`config.mk`:
```
export PLATFORM = sky130hd
export DESIGN_NAME = ilot_top
export DESIGN_NICKNAME = d
export VERILOG_FILES = /design/src/rtl/ilot_pkg.sv /design/src/rtl/ilot_lin_dec.sv /design/src/rtl/ilot_top.sv
export SDC_FILE = /design/constraint.sdc
export NUM_CORES = 1
export LEC_CHECK = 0
export BUFFER_PORTS_ARGS = -buffer_cell sky130_fd_sc_hd__buf_2
export CORE_MARGIN = 2
export CORE_UTILIZATION = 51
export CTS_BUF_LIST = sky130_fd_sc_hd__clkbuf_4 sky130_fd_sc_hd__clkbuf_8 sky130_fd_sc_hd__clkbuf_16
export DETAILED_ROUTE_END_ITERATION = 8
export PLACE_DENSITY_LB_ADDON = 0.08
export SYNTH_ARGS = -nofsm -noshare
export SYNTH_HDL_FRONTEND = slang
export SYNTH_HIERARCHICAL = 1
export SYNTH_SLANG_ARGS = --single-unit
```
`constraint.sdc`:
```
create_clock -name clk_in -period 7.05 [get_ports clk_in]
set_input_delay 1.0575 -clock clk_in [delete_from_list [all_inputs] [get_ports clk_in]]
set_output_delay 1.0575 -clock clk_in [all_outputs]
set_load 0.01 [all_outputs]
```
`src/rtl/ilot_pkg.sv`:
```
/*
 Shared constants and types for the input-limit and on/off timing block:
 command codes, field positions, reset values, timing figures, carriers.
 Assumes a single 125 MHz clock and a command front end that presents
 one decoded command per request.
*/
package ilot_pkg;

	// Clock and time base
	localparam int unsigned CLK_PERIOD_NS = 8;
	localparam int unsigned NS_PER_MS = 1000000;
	localparam int unsigned CYC_PER_MS_DFLT = NS_PER_MS / CLK_PERIOD_NS;
	localparam int unsigned PRE_W = 20;
	localparam int unsigned MS_W = 9;
	localparam logic [MS_W-1:0] MS_SAT = 9'h1FF;

	// Timing figures in milliseconds
	localparam logic [MS_W-1:0] RETRY_STEP_MS = 9'h023;
	localparam logic [MS_W-1:0] TON_MIN_MS = 9'h003;
	localparam logic [MS_W-1:0] TON_MAX_MS = 9'h0FA;
	localparam logic [MS_W-1:0] TOFF_MIN_MS = 9'h004;
	localparam logic [MS_W-1:0] TOFF_MAX_MS = 9'h0FA;
	localparam logic [MS_W-1:0] RISE_MAX_MS = 9'h064;
	localparam logic [MS_W-1:0] FALL_MAX_MS = 9'h064;
	localparam logic [MS_W-1:0] ZERO_MS = 9'h000;

	// Command codes
	localparam logic [7:0] CMD_CLEAR_FAULTS = 8'h03;
	localparam logic [7:0] CMD_OV_WARN = 8'h57;
	localparam logic [7:0] CMD_UV_WARN = 8'h58;
	localparam logic [7:0] CMD_UV_FAULT = 8'h59;
	localparam logic [7:0] CMD_UV_RESP = 8'h5A;
	localparam logic [7:0] CMD_PG_ON = 8'h5E;
	localparam logic [7:0] CMD_TURN_ON_WAIT_TIME = 8'h60;
	localparam logic [7:0] CMD_TURN_ON_RAMP_TIME = 8'h61;
	localparam logic [7:0] CMD_TURN_OFF_WAIT_TIME = 8'h64;
	localparam logic [7:0] CMD_TOFF_FALL = 8'h65;
	localparam logic [7:0] CMD_STATUS_BYTE = 8'h78;
	localparam logic [7:0] CMD_STATUS_WORD = 8'h79;
	localparam logic [7:0] CMD_STATUS_INPUT = 8'h7C;

	// Reset values (Linear words, exponent 0, except the 8-bit response byte)
	localparam logic [15:0] RST_OV_WARN = 16'h000E;
	localparam logic [15:0] RST_UV_WARN = 16'h0008;
	localparam logic [15:0] RST_UV_FAULT = 16'h0007;
	localparam logic [7:0] RST_UV_RESP = 8'hC0;
	localparam logic [15:0] RST_PG_ON = 16'h0000;
	localparam logic [15:0] RST_TURN_ON_WAIT_TIME = 16'h001E;
	localparam logic [15:0] RST_TURN_ON_RAMP_TIME = 16'h000A;
	localparam logic [15:0] RST_TURN_OFF_WAIT_TIME = 16'h0004;
	localparam logic [15:0] RST_TOFF_FALL = 16'h000A;

	// Fault response fields
	localparam int unsigned RESP_HI = 7;
	localparam int unsigned RESP_LO = 6;
	localparam int unsigned RCNT_HI = 5;
	localparam int unsigned RCNT_LO = 3;
	localparam int unsigned RTIM_HI = 2;
	localparam int unsigned RTIM_LO = 0;
	localparam logic [1:0] RESP_RETRY = 2'h2;
	localparam logic [1:0] RESP_RESUME = 2'h3;
	localparam logic [2:0] RETRY_NONE = 3'h0;
	localparam logic [2:0] RETRY_FOREVER = 3'h7;

	// Status bit positions
	localparam int unsigned SB_OFF = 6;
	localparam int unsigned SB_UV_FAULT = 3;
	localparam int unsigned SW_INPUT = 13;
	localparam int unsigned SW_PG_BAD = 11;
	localparam int unsigned SI_OV_WARN = 6;
	localparam int unsigned SI_UV_WARN = 5;
	localparam int unsigned SI_UV_FAULT = 4;

	// Linear number format
	localparam int unsigned LIN_FRAC = 8;
	localparam int unsigned Q_W = 24;
	localparam int unsigned NUM_LIN = 8;
	localparam int unsigned LIN_VIN = 0;
	localparam int unsigned LIN_OVW = 1;
	localparam int unsigned LIN_UVW = 2;
	localparam int unsigned LIN_UVF = 3;
	localparam int unsigned LIN_TOND = 4;
	localparam int unsigned LIN_TONR = 5;
	localparam int unsigned LIN_TOFFD = 6;
	localparam int unsigned LIN_TOFFF = 7;

	typedef enum logic [2:0] {
		ST_OFF = 3'h0,
		ST_ON_WAIT = 3'h1,
		ST_RISE = 3'h3,
		ST_ON = 3'h2,
		ST_OFF_WAIT = 3'h6,
		ST_FALL = 3'h7,
		ST_RETRY = 3'h5,
		ST_HOLD = 3'h4
	} ilot_state_t;

	typedef struct packed {
		logic [7:0] cmd;
		logic wr;
		logic rd;
		logic [15:0] wdata;
	} ilot_req_t;

	typedef struct packed {
		logic ack;
		logic nack;
		logic [15:0] rdata;
	} ilot_rsp_t;

	typedef struct packed {
		logic [15:0] ov_warn;
		logic [15:0] uv_warn;
		logic [15:0] uv_fault;
		logic [7:0] uv_resp;
		logic [15:0] pg_on;
		logic [15:0] turn_on_wait_time;
		logic [15:0] turn_on_ramp_time;
		logic [15:0] turn_off_wait_time;
		logic [15:0] toff_fall;
	} ilot_regs_t;

endpackage

```
`src/rtl/ilot_lin_dec.sv`:
```
/*
 Linear number decoder: 5-bit signed exponent, 11-bit signed mantissa,
 to an unsigned fixed-point value with LIN_FRAC fraction bits.
 Assumes negative values are meaningless here and reads them as zero.
*/
`timescale 1ns/1ps
module ilot_lin_dec
	import ilot_pkg::*;
(
	input wire logic [15:0] lin_in,
	output logic [Q_W-1:0] value_out
);

	logic signed [6:0] shift;
	logic [Q_W+15:0] wide;

	always_comb begin
		shift = 7'($signed(lin_in[15:11])) + 7'sd8;
		wide = '0;
		value_out = '0;
		if (lin_in[10]) begin
			value_out = '0;
		end else if (!shift[6]) begin
			wide = (Q_W+16)'(lin_in[10:0]) << shift[5:0];
			value_out = (|wide[Q_W+15:Q_W]) ? '1 : wide[Q_W-1:0];
		end else begin
			value_out = Q_W'(lin_in[10:0] >> 7'(-shift));
		end
	end

endmodule

```
`src/rtl/ilot_top.sv`:
```
/*
 Input limit and on/off timing: threshold registers, input undervoltage
 fault response with retry, turn-on/turn-off sequencing, power good.
 Assumes a command front end that decodes bus transactions into one
 request per cycle, and measured input/output levels synchronous to clk.
*/
`timescale 1ns/1ps

// Functional notes
// - Any undervoltage response pulls alert low and sets the fault bit.
// - Response 10 shuts off at once, then retries per retry count.
// - Response 11 shuts off, restarts when input exceeds the warning level.
// - Restart attempts equal the retry count field.
// - Retry count zero: no restart; output stays off until faults cleared.
// - Retry count seven: retry forever until disabled or other shutdown.
// - Retry interval is (retry time field plus one) times 35 ms.
// - Hold 16-bit Linear undervoltage fault level; below it is a fault.
// - Hold 16-bit Linear undervoltage warning level; also resume level.
// - Hold 16-bit Linear overvoltage warning level for warnings.
// - Power good only when output reaches the 16-bit threshold.
// - After enable wait turn-on delay, 3 to 250 ms, before rising.
// - In a sharing group the delay range binds only bus or pin enables.
// - After the delay ramp up over the rise time, 0 to 100 ms.
// - After disable wait turn-off delay, 4 to 250 ms, before falling.
// - Turn-off delay zero cuts the output at once, no ramp-down.
// - After turn-off delay ramp down over fall time, 0 to 100 ms.
// - Undervoltage fault shows as bit 3 of the summary status byte.
module ilot_top
	import ilot_pkg::*;
#(
	parameter int unsigned CYCLES_PER_MS = CYC_PER_MS_DFLT
)
(
	input wire logic clk_in,
	input wire logic reset_in,
	input wire logic ce_in,
	input wire ilot_req_t pmb_req_in,
	output ilot_rsp_t pmb_rsp_out,
	input wire logic enable_in,
	input wire logic group_mode_in,
	input wire logic self_start_in,
	input wire logic [15:0] vin_lin_in,
	input wire logic [15:0] vout_level_in,
	output logic power_stage_on_out,
	output logic ramp_up_out,
	output logic ramp_down_out,
	output logic output_good_flag_out,
	output logic fault_alert_line_n_out
);

	typedef struct packed {
		ilot_state_t st;
		ilot_regs_t regs;
		logic [PRE_W-1:0] pre;
		logic [MS_W-1:0] ms;
		logic [2:0] retries;
		logic uv_flt;
		logic uv_wrn;
		logic ov_wrn;
		logic pg;
		ilot_rsp_t rsp;
	} ilot_core_t;

	ilot_core_t r;
	ilot_core_t next_r;
	logic [15:0] lin_word [NUM_LIN];
	logic [Q_W-1:0] lin_q [NUM_LIN];
	logic [MS_W-1:0] ton_ms, rise_ms, toff_ms, fall_ms, retry_ms;
	logic uv_evt, uv_warn_now, ov_warn_now, resume_ok, tick, clr;
	logic [1:0] resp;
	logic [2:0] rcnt;
	logic [7:0] sbyte;
	logic pg_cause;

	function automatic logic [MS_W-1:0] to_ms(input logic [Q_W-1:0] q,
			input logic [MS_W-1:0] lo, input logic [MS_W-1:0] hi,
			input logic bound);
		logic [15:0] whole;
		whole = q[Q_W-1:LIN_FRAC];
		if (whole > 16'(hi) && bound) begin
			to_ms = hi;
		end else if (whole > 16'(MS_SAT)) begin
			to_ms = MS_SAT;
		end else if (whole < 16'(lo) && bound) begin
			to_ms = lo;
		end else begin
			to_ms = whole[MS_W-1:0];
		end
	endfunction

	always_comb begin
		lin_word[LIN_VIN] = vin_lin_in;
		lin_word[LIN_OVW] = r.regs.ov_warn;
		lin_word[LIN_UVW] = r.regs.uv_warn;
		lin_word[LIN_UVF] = r.regs.uv_fault;
		lin_word[LIN_TOND] = r.regs.turn_on_wait_time;
		lin_word[LIN_TONR] = r.regs.turn_on_ramp_time;
		lin_word[LIN_TOFFD] = r.regs.turn_off_wait_time;
		lin_word[LIN_TOFFF] = r.regs.toff_fall;
	end

	for (genvar i = 0; i < NUM_LIN; i++) begin : g_dec
		ilot_lin_dec u_dec (
			.lin_in(lin_word[i]),
			.value_out(lin_q[i])
		);
	end

	always_comb begin
		resp = r.regs.uv_resp[RESP_HI:RESP_LO];
		rcnt = r.regs.uv_resp[RCNT_HI:RCNT_LO];
		ton_ms = to_ms(lin_q[LIN_TOND], TON_MIN_MS, TON_MAX_MS,
			!(group_mode_in && self_start_in));
		rise_ms = to_ms(lin_q[LIN_TONR], ZERO_MS, RISE_MAX_MS, 1'b1);
		toff_ms = (lin_q[LIN_TOFFD][Q_W-1:LIN_FRAC] == 16'h0000) ? ZERO_MS :
			to_ms(lin_q[LIN_TOFFD], TOFF_MIN_MS, TOFF_MAX_MS, 1'b1);
		fall_ms = to_ms(lin_q[LIN_TOFFF], ZERO_MS, FALL_MAX_MS, 1'b1);
		retry_ms = MS_W'(({6'h00, r.regs.uv_resp[RTIM_HI:RTIM_LO]} + 9'h001)
			* RETRY_STEP_MS);
		uv_evt = enable_in && (lin_q[LIN_VIN] < lin_q[LIN_UVF]);
		uv_warn_now = lin_q[LIN_VIN] < lin_q[LIN_UVW];
		ov_warn_now = lin_q[LIN_VIN] > lin_q[LIN_OVW];
		resume_ok = lin_q[LIN_VIN] > lin_q[LIN_UVW];
		tick = r.pre == PRE_W'(CYCLES_PER_MS - 1);
		clr = pmb_req_in.wr && pmb_req_in.cmd == CMD_CLEAR_FAULTS;
		pg_cause = (r.st == ST_RISE || r.st == ST_ON)
			&& vout_level_in >= r.regs.pg_on;
		sbyte = '0;
		sbyte[SB_OFF] = r.st == ST_OFF;
		sbyte[SB_UV_FAULT] = r.uv_flt;
	end

	always_comb begin
		next_r = r;
		next_r.pre = tick ? '0 : r.pre + PRE_W'(1);
		if (tick && r.ms != MS_SAT) begin
			next_r.ms = r.ms + MS_W'(1);
		end
		unique case (r.st)
			ST_OFF: begin
				next_r.retries = '0;
				if (enable_in) begin
					next_r.st = ST_ON_WAIT;
				end
			end
			ST_ON_WAIT, ST_RISE, ST_ON, ST_OFF_WAIT: begin
				if (uv_evt && resp == RESP_RETRY) begin
					if (rcnt == RETRY_NONE) begin
						next_r.st = ST_HOLD;
					end else if (rcnt != RETRY_FOREVER && r.retries >= rcnt) begin
						next_r.st = ST_HOLD;
					end else begin
						next_r.st = ST_RETRY;
					end
				end else if (uv_evt && resp == RESP_RESUME) begin
					next_r.st = ST_HOLD;
				end else if (r.st == ST_OFF_WAIT) begin
					if (enable_in) begin
						next_r.st = ST_ON;
					end else if (r.ms >= toff_ms) begin
						next_r.st = (fall_ms == ZERO_MS) ? ST_OFF : ST_FALL;
					end
				end else if (!enable_in) begin
					next_r.st = (toff_ms == ZERO_MS) ? ST_OFF : ST_OFF_WAIT;
				end else if (r.st == ST_ON_WAIT && r.ms >= ton_ms) begin
					next_r.st = ST_RISE;
				end else if (r.st == ST_RISE && r.ms >= rise_ms) begin
					next_r.st = ST_ON;
				end
			end
			ST_FALL: begin
				if (r.ms >= fall_ms) begin
					next_r.st = ST_OFF;
				end
			end
			ST_RETRY: begin
				if (!enable_in) begin
					next_r.st = ST_OFF;
				end else if (r.ms >= retry_ms) begin
					next_r.st = ST_ON_WAIT;
					if (rcnt != RETRY_FOREVER) begin
						next_r.retries = r.retries + 3'h1;
					end
				end
			end
			ST_HOLD: begin
				if (!enable_in) begin
					next_r.st = ST_OFF;
				end else if (resp == RESP_RESUME && resume_ok) begin
					next_r.st = ST_ON_WAIT;
				end else if (resp != RESP_RESUME && clr && !uv_evt) begin
					next_r.st = ST_ON_WAIT;
					next_r.retries = '0;
				end
			end
		endcase
		if (next_r.st != r.st) begin
			next_r.pre = '0;
			next_r.ms = '0;
		end
		next_r.uv_flt = uv_evt || (r.uv_flt && !clr);
		next_r.uv_wrn = (enable_in && uv_warn_now) || (r.uv_wrn && !clr);
		next_r.ov_wrn = ov_warn_now || (r.ov_wrn && !clr);
		next_r.pg = pg_cause;
		next_r.rsp = '0;
		next_r.rsp.ack = pmb_req_in.wr || pmb_req_in.rd;
		if (pmb_req_in.wr) begin
			unique case (pmb_req_in.cmd)
				CMD_CLEAR_FAULTS: next_r.rsp.nack = 1'b0;
				CMD_OV_WARN: next_r.regs.ov_warn = pmb_req_in.wdata;
				CMD_UV_WARN: next_r.regs.uv_warn = pmb_req_in.wdata;
				CMD_UV_FAULT: next_r.regs.uv_fault = pmb_req_in.wdata;
				CMD_UV_RESP: next_r.regs.uv_resp = pmb_req_in.wdata[7:0];
				CMD_PG_ON: next_r.regs.pg_on = pmb_req_in.wdata;
				CMD_TURN_ON_WAIT_TIME: next_r.regs.turn_on_wait_time = pmb_req_in.wdata;
				CMD_TURN_ON_RAMP_TIME: next_r.regs.turn_on_ramp_time = pmb_req_in.wdata;
				CMD_TURN_OFF_WAIT_TIME: next_r.regs.turn_off_wait_time = pmb_req_in.wdata;
				CMD_TOFF_FALL: next_r.regs.toff_fall = pmb_req_in.wdata;
				default: next_r.rsp.nack = 1'b1;
			endcase
		end else if (pmb_req_in.rd) begin
			unique case (pmb_req_in.cmd)
				CMD_OV_WARN: next_r.rsp.rdata = r.regs.ov_warn;
				CMD_UV_WARN: next_r.rsp.rdata = r.regs.uv_warn;
				CMD_UV_FAULT: next_r.rsp.rdata = r.regs.uv_fault;
				CMD_UV_RESP: next_r.rsp.rdata = {8'h00, r.regs.uv_resp};
				CMD_PG_ON: next_r.rsp.rdata = r.regs.pg_on;
				CMD_TURN_ON_WAIT_TIME: next_r.rsp.rdata = r.regs.turn_on_wait_time;
				CMD_TURN_ON_RAMP_TIME: next_r.rsp.rdata = r.regs.turn_on_ramp_time;
				CMD_TURN_OFF_WAIT_TIME: next_r.rsp.rdata = r.regs.turn_off_wait_time;
				CMD_TOFF_FALL: next_r.rsp.rdata = r.regs.toff_fall;
				CMD_STATUS_BYTE: next_r.rsp.rdata = {8'h00, sbyte};
				CMD_STATUS_WORD: begin
					next_r.rsp.rdata = {8'h00, sbyte};
					next_r.rsp.rdata[SW_INPUT] = r.uv_flt | r.uv_wrn | r.ov_wrn;
					next_r.rsp.rdata[SW_PG_BAD] = !r.pg;
				end
				CMD_STATUS_INPUT: begin
					next_r.rsp.rdata[SI_OV_WARN] = r.ov_wrn;
					next_r.rsp.rdata[SI_UV_WARN] = r.uv_wrn;
					next_r.rsp.rdata[SI_UV_FAULT] = r.uv_flt;
				end
				default: next_r.rsp.nack = 1'b1;
			endcase
		end
	end

	always_ff @(posedge clk_in or posedge reset_in) begin
		if (reset_in) begin
			r <= '0;
			r.st <= ST_OFF;
			r.regs <= '{RST_OV_WARN, RST_UV_WARN, RST_UV_FAULT, RST_UV_RESP,
				RST_PG_ON, RST_TURN_ON_WAIT_TIME, RST_TURN_ON_RAMP_TIME, RST_TURN_OFF_WAIT_TIME,
				RST_TOFF_FALL};
		end else if (ce_in) begin
			r <= next_r;
		end
	end

	assign pmb_rsp_out = r.rsp;
	assign power_stage_on_out = r.st == ST_RISE || r.st == ST_ON
		|| r.st == ST_OFF_WAIT || r.st == ST_FALL;
	assign ramp_up_out = r.st == ST_RISE;
	assign ramp_down_out = r.st == ST_FALL;
	assign output_good_flag_out = r.pg;
	assign fault_alert_line_n_out = !r.uv_flt;
endmodule

```
---- Word-level counts from Yosys, hierarchy flattened ----
Index checks and enable logic that the tools add are counted.
word-level totals
  register bits ........................... 193
  bits of input ports ..................... 64
  output and inout port bits .............. 23
operators by class
  shift-type cells ........................ 16
  mux-type cells .......................... 75
  reduce and logical (&&, ||, !) cells .... 61
  $add $sub $neg .......................... 20
  multiply operators ...................... 1
  equal/unequal tests ..................... 33
  magnitude comparators ................... 23
  bitwise logic cells ..................... 2
operators by type and width
  cell                   number
  $mux 24                24
  $shl 11x6->40          8
  $shr 11x7->24          8
  $reduce_or 16->1       8
  $mux 9                 14
  $eq 8x7->1 const B     12
  $pmux 9 s10            1
  $mux 3                 23
  $gt 16x9->1 const B    4
  $neg 7->7              8
  $add 5x5->6 const B    8
  $gt 24x24->1           2
  $lt 24x24->1           2
  $ge 9x9->1             5
  $pmux 4 s10            1
  $pmux 3 s11            1
  $gt 16x7->1 const B    2
  $gt 16x8->1 const B    2
  $lt 16x1->1 const B    2
  $mux 29                1
  $reduce_and 3->1       9
  $add 20x1->20 const B  1
  $eq 20x17->1 const B   1
  $mux 20                1
  37 further kinds       83

---- Longest topological paths before layout ----
  word-level depth ........................ 22
  mapped depth ............................ 29
  mapped depth without buffers ............ 24

---- Modules after synthesis ----
Netlist, hierarchy kept.
modules (own cells, without submodules)
  module        cells an instance  area an instance (µm²)  sequential area each (µm²)  times used
  ilot_lin_dec  280                1,845.5                 0.0                         8
  ilot_top      1,318              13,023.7                4,852.2                     1

---- Worst setup path before layout ----
Ideal clock, no wire load.
  kind .................................... register to register
  from .................................... reg r (netlist bit lin_word[59])
  to ...................................... reg r[36] (netlist bit)
  cell stages (with the launch flop) ...... 27
  setup slack ............................. 0.915 ns
  library setup time ...................... 0.121 ns
  arrival ................................. 6.014 ns
  cells stage by stage .................... dfrtp_1 > buf_6 > mux4_2 > a21oi_1 > a31oi_1 > or4_4 > o31ai_2 > buf_2 > a21oi_1 > nor4_1 > nand2_1 > o31ai_1 > nand3_1 > nor3_1 > ha_1 > o21ai_0 > a21oi_1 > nor3_1 > nor3_1 > a2111oi_0 > nor4_4 > mux2_1 > o2111ai_2 > buf_6 > buf_6 > nor2_2 > a22o_1
RTL lines
  item                    line             source
  from (decl)             ilot_top.sv:64   ilot_core_t r;
  from (signal assigned)  ilot_top.sv:256  r <= next_r;

==> run metrics <==
gpl congestion 0.9968; yosys warns 6; final hold violation count 0; endpoints failing setup 0; CTS Buffer Depth 2; largest net degree at the start of global routing around 120; status completed; Syn Std Cell Area ~26000 um2; CTS Buf Count 17; io pins 87; ANT nets after route 0; Gate power share 0.393; reg2reg path depth 28; drt pass-1 iters 8; Total GRT Usage 0.3670; GRT Residual Overflow 0; CTS Hold Buffers Added 0; slowest CP cell or4_4; r2r startpoint lin_word[59]; die height roughly 230 um; H-Tree Depth 4; Period minus WS final 6.759 ns; Worst EP arrival between 7 and 8 ns; maximum vdd ir drop roughly 180 uV; Slew headroom 0.1979; Cell Pwr Density 134.2 nW/um2; end of the worst hold path pmb_rsp_out[13]; r2r setup slk ~0.29 ns; Initial Util 0.5180; worst hold path type register to register; hpwl dp 75050 um; Mapped Cells 3290; Sw Ratio 0.3966; Layout Skew ~0.018 ns; Final Slew Violations 0; global-route wire length before repair 152300 um; type of the worst setup path register to register; final wirelength 98990 um; CP Data Required Time 7.41 ns; total clock sinks 193; drt first-iter violations 3353; CTS clk-pin slew, worst paths ~0.070 ns; WL/cell approximately 25 um; clock root buffer clkbuf_16; nets@finish about 3500; Worst-Skew Late Latency 0.47 ns; Seq pwr share 0.336; area grow syn2layout 5.164%; Tot Pwr 0.003683 W; Vias ~27000; Setup crit end kind register; r2r endpoint r[25]; RSZ-0062 raised after global routing no; total internal power 0.002222 W; final instance area 27440 um2; Avg Cell Area, Syn 7.932 um2; Setup crit start kind register; die area 52990 um2; Clk pwr share 0.271; CP max stage delay 0.54 ns; Tcrit/Tclk final 0.9587; Max Cap Viol 0; mean number of vias per cell 6.904; initial antenna violation count 5; CP Max Fanout 29; Slew @ Worst Pin 1.197 ns; fillers a little under 5000; core area 50380 um2; Net Switching 0.001461 W; Die Wd 230.2 um; Static Leak 11.64 nW; Row Count 82; Post-DP Area 26800 um2; hold path depth 1; share of layout cells above drive strength 1 0.1640; hold_sp pmb_rsp_out[13]; vias in the first global route about 25000; Residual DRC 0; highest achievable clock rate 0.1480 GHz; I/O Buffers 86; CTS tree yes; CP dominant cell by count buf_4
[placed cells by master (no fill, tap or decap), types with 44 or more instances in the layout]
cell	instances
nand4_1	56
buf_2	86
mux2_2	160
a211oi_1	46
buf_4	73
dfrtp_1	174
nand3_1	72
a31oi_1	81
inv_1	131
and3_1	82
nand2b_1	84
nor3_1	77
nor2b_1	70
ha_1	172
a21oi_1	309
mux4_2	44
nor2_1	246
a21o_1	46
o21ai_0	94
nand2_1	318
mux2i_1	126
[critical path, delay by kind of cell (launching register included)]
kind,cells,cell delay (ns)
buffers and inverters,6,1.31
adders and majority gates,1,0.26
muxes,3,1.07
AOI/OAI and AO/OA,8,1.64
DFF,1,0.47
and+or+nand+nor,10,1.87
[worst max path at each step]
stage / startpoint / endpoint / slack [ns]
finish: lin_word[59] / r[25] / 0.29
global route: lin_word[59] / r[25] / 0.008
CTS: lin_word[59] / r[25] / 0.11
detailed placement: lin_word[59] / r[25] / -0.1
global placement: lin_word[59] / r[25] / -0.02
floorplan: reset_in / lin_word[0] / 0.77
[registers in the layout, indices dropped and copies added (netlist names)]
| name | flops |
|---|---|
| lin_word | 112 |
| output_good_flag_out | 1 |
| pmb_rsp_out | 18 |
| r | 62 |
[power by group through the flow]
stage | sequential [W] | clock [W] | combinational, W
finish | 0.00124 | 0.000997 | 0.00145
global route | 0.00124 | 0.00105 | 0.00158
CTS | 0.00123 | 0.00101 | 0.00142
detailed placement | 0.00125 | 0 | 0.00141
global placement | 0.00125 | 0 | 0.00138
floorplan | 0.00120 | 0 | 0.00105
[stage by stage]
| step | hold slack, ns | setup WS, ns | cells | setup TNS (ns) | utilization |
|---|---|---|---|---|---|
| global route | 0.4918 | 0.007985 | 3904 | 0 | 0.5447 |
| CTS | 0.4819 | 0.1086 | 3903 | 0 | 0.5437 |
| detailed placement | 0.4647 | -0.09700 | 3871 | -0.3103 | 0.5320 |
| finish | 0.4792 | 0.2913 | 3906 | 0 | 0.5448 |
| global placement | 0.4574 | -0.02028 | 3871 | -0.02028 | 0.5320 |
| floorplan | 0.4476 | 0.7667 | 3294 | 0 | - |
[area by class of cell]
| cell class | instances | area (um2) | area share |
|---|---|---|---|
| Inverter | 148 | 563.0 | 0.02052 |
| Sequential cell | 193 | 4853 | 0.1768 |
| Clock buffer | 23 | 483.0 | 0.01760 |
| Clock inverter | 9 | 101.3 | 0.003693 |
| Multi-Input combinational cell | 2697 | 19560 | 0.7127 |
| Tap cell | 672 | 840.8 | 0.03064 |
| Antenna cell | 2 | 5.005 | 0.0001824 |
| Timing Repair Buffer | 162 | 1039 | 0.03784 |
[layer usage]
layer,GRT usage,vias up,wire (um),share of wire
li1,-,12200,-,-
met1,0.4944,13140,41180,0.42
met2,0.5907,1383,45000,0.45
met3,0.04787,243,8256,0.083
met4,0.1565,0,4550,0.046
met5,0,-,0,0
[what timing repair did]
| action | CTS | global route |
|---|---|---|
| resized for setup | 2 | 8 |
| setup buffers | 0 | 1 |
| endpoints found under the setup margin | 17 | 29 |
| gates cloned | 0 | 0 |
| pin swaps | 0 | 1 |
(Power assumes the default switching activity.)
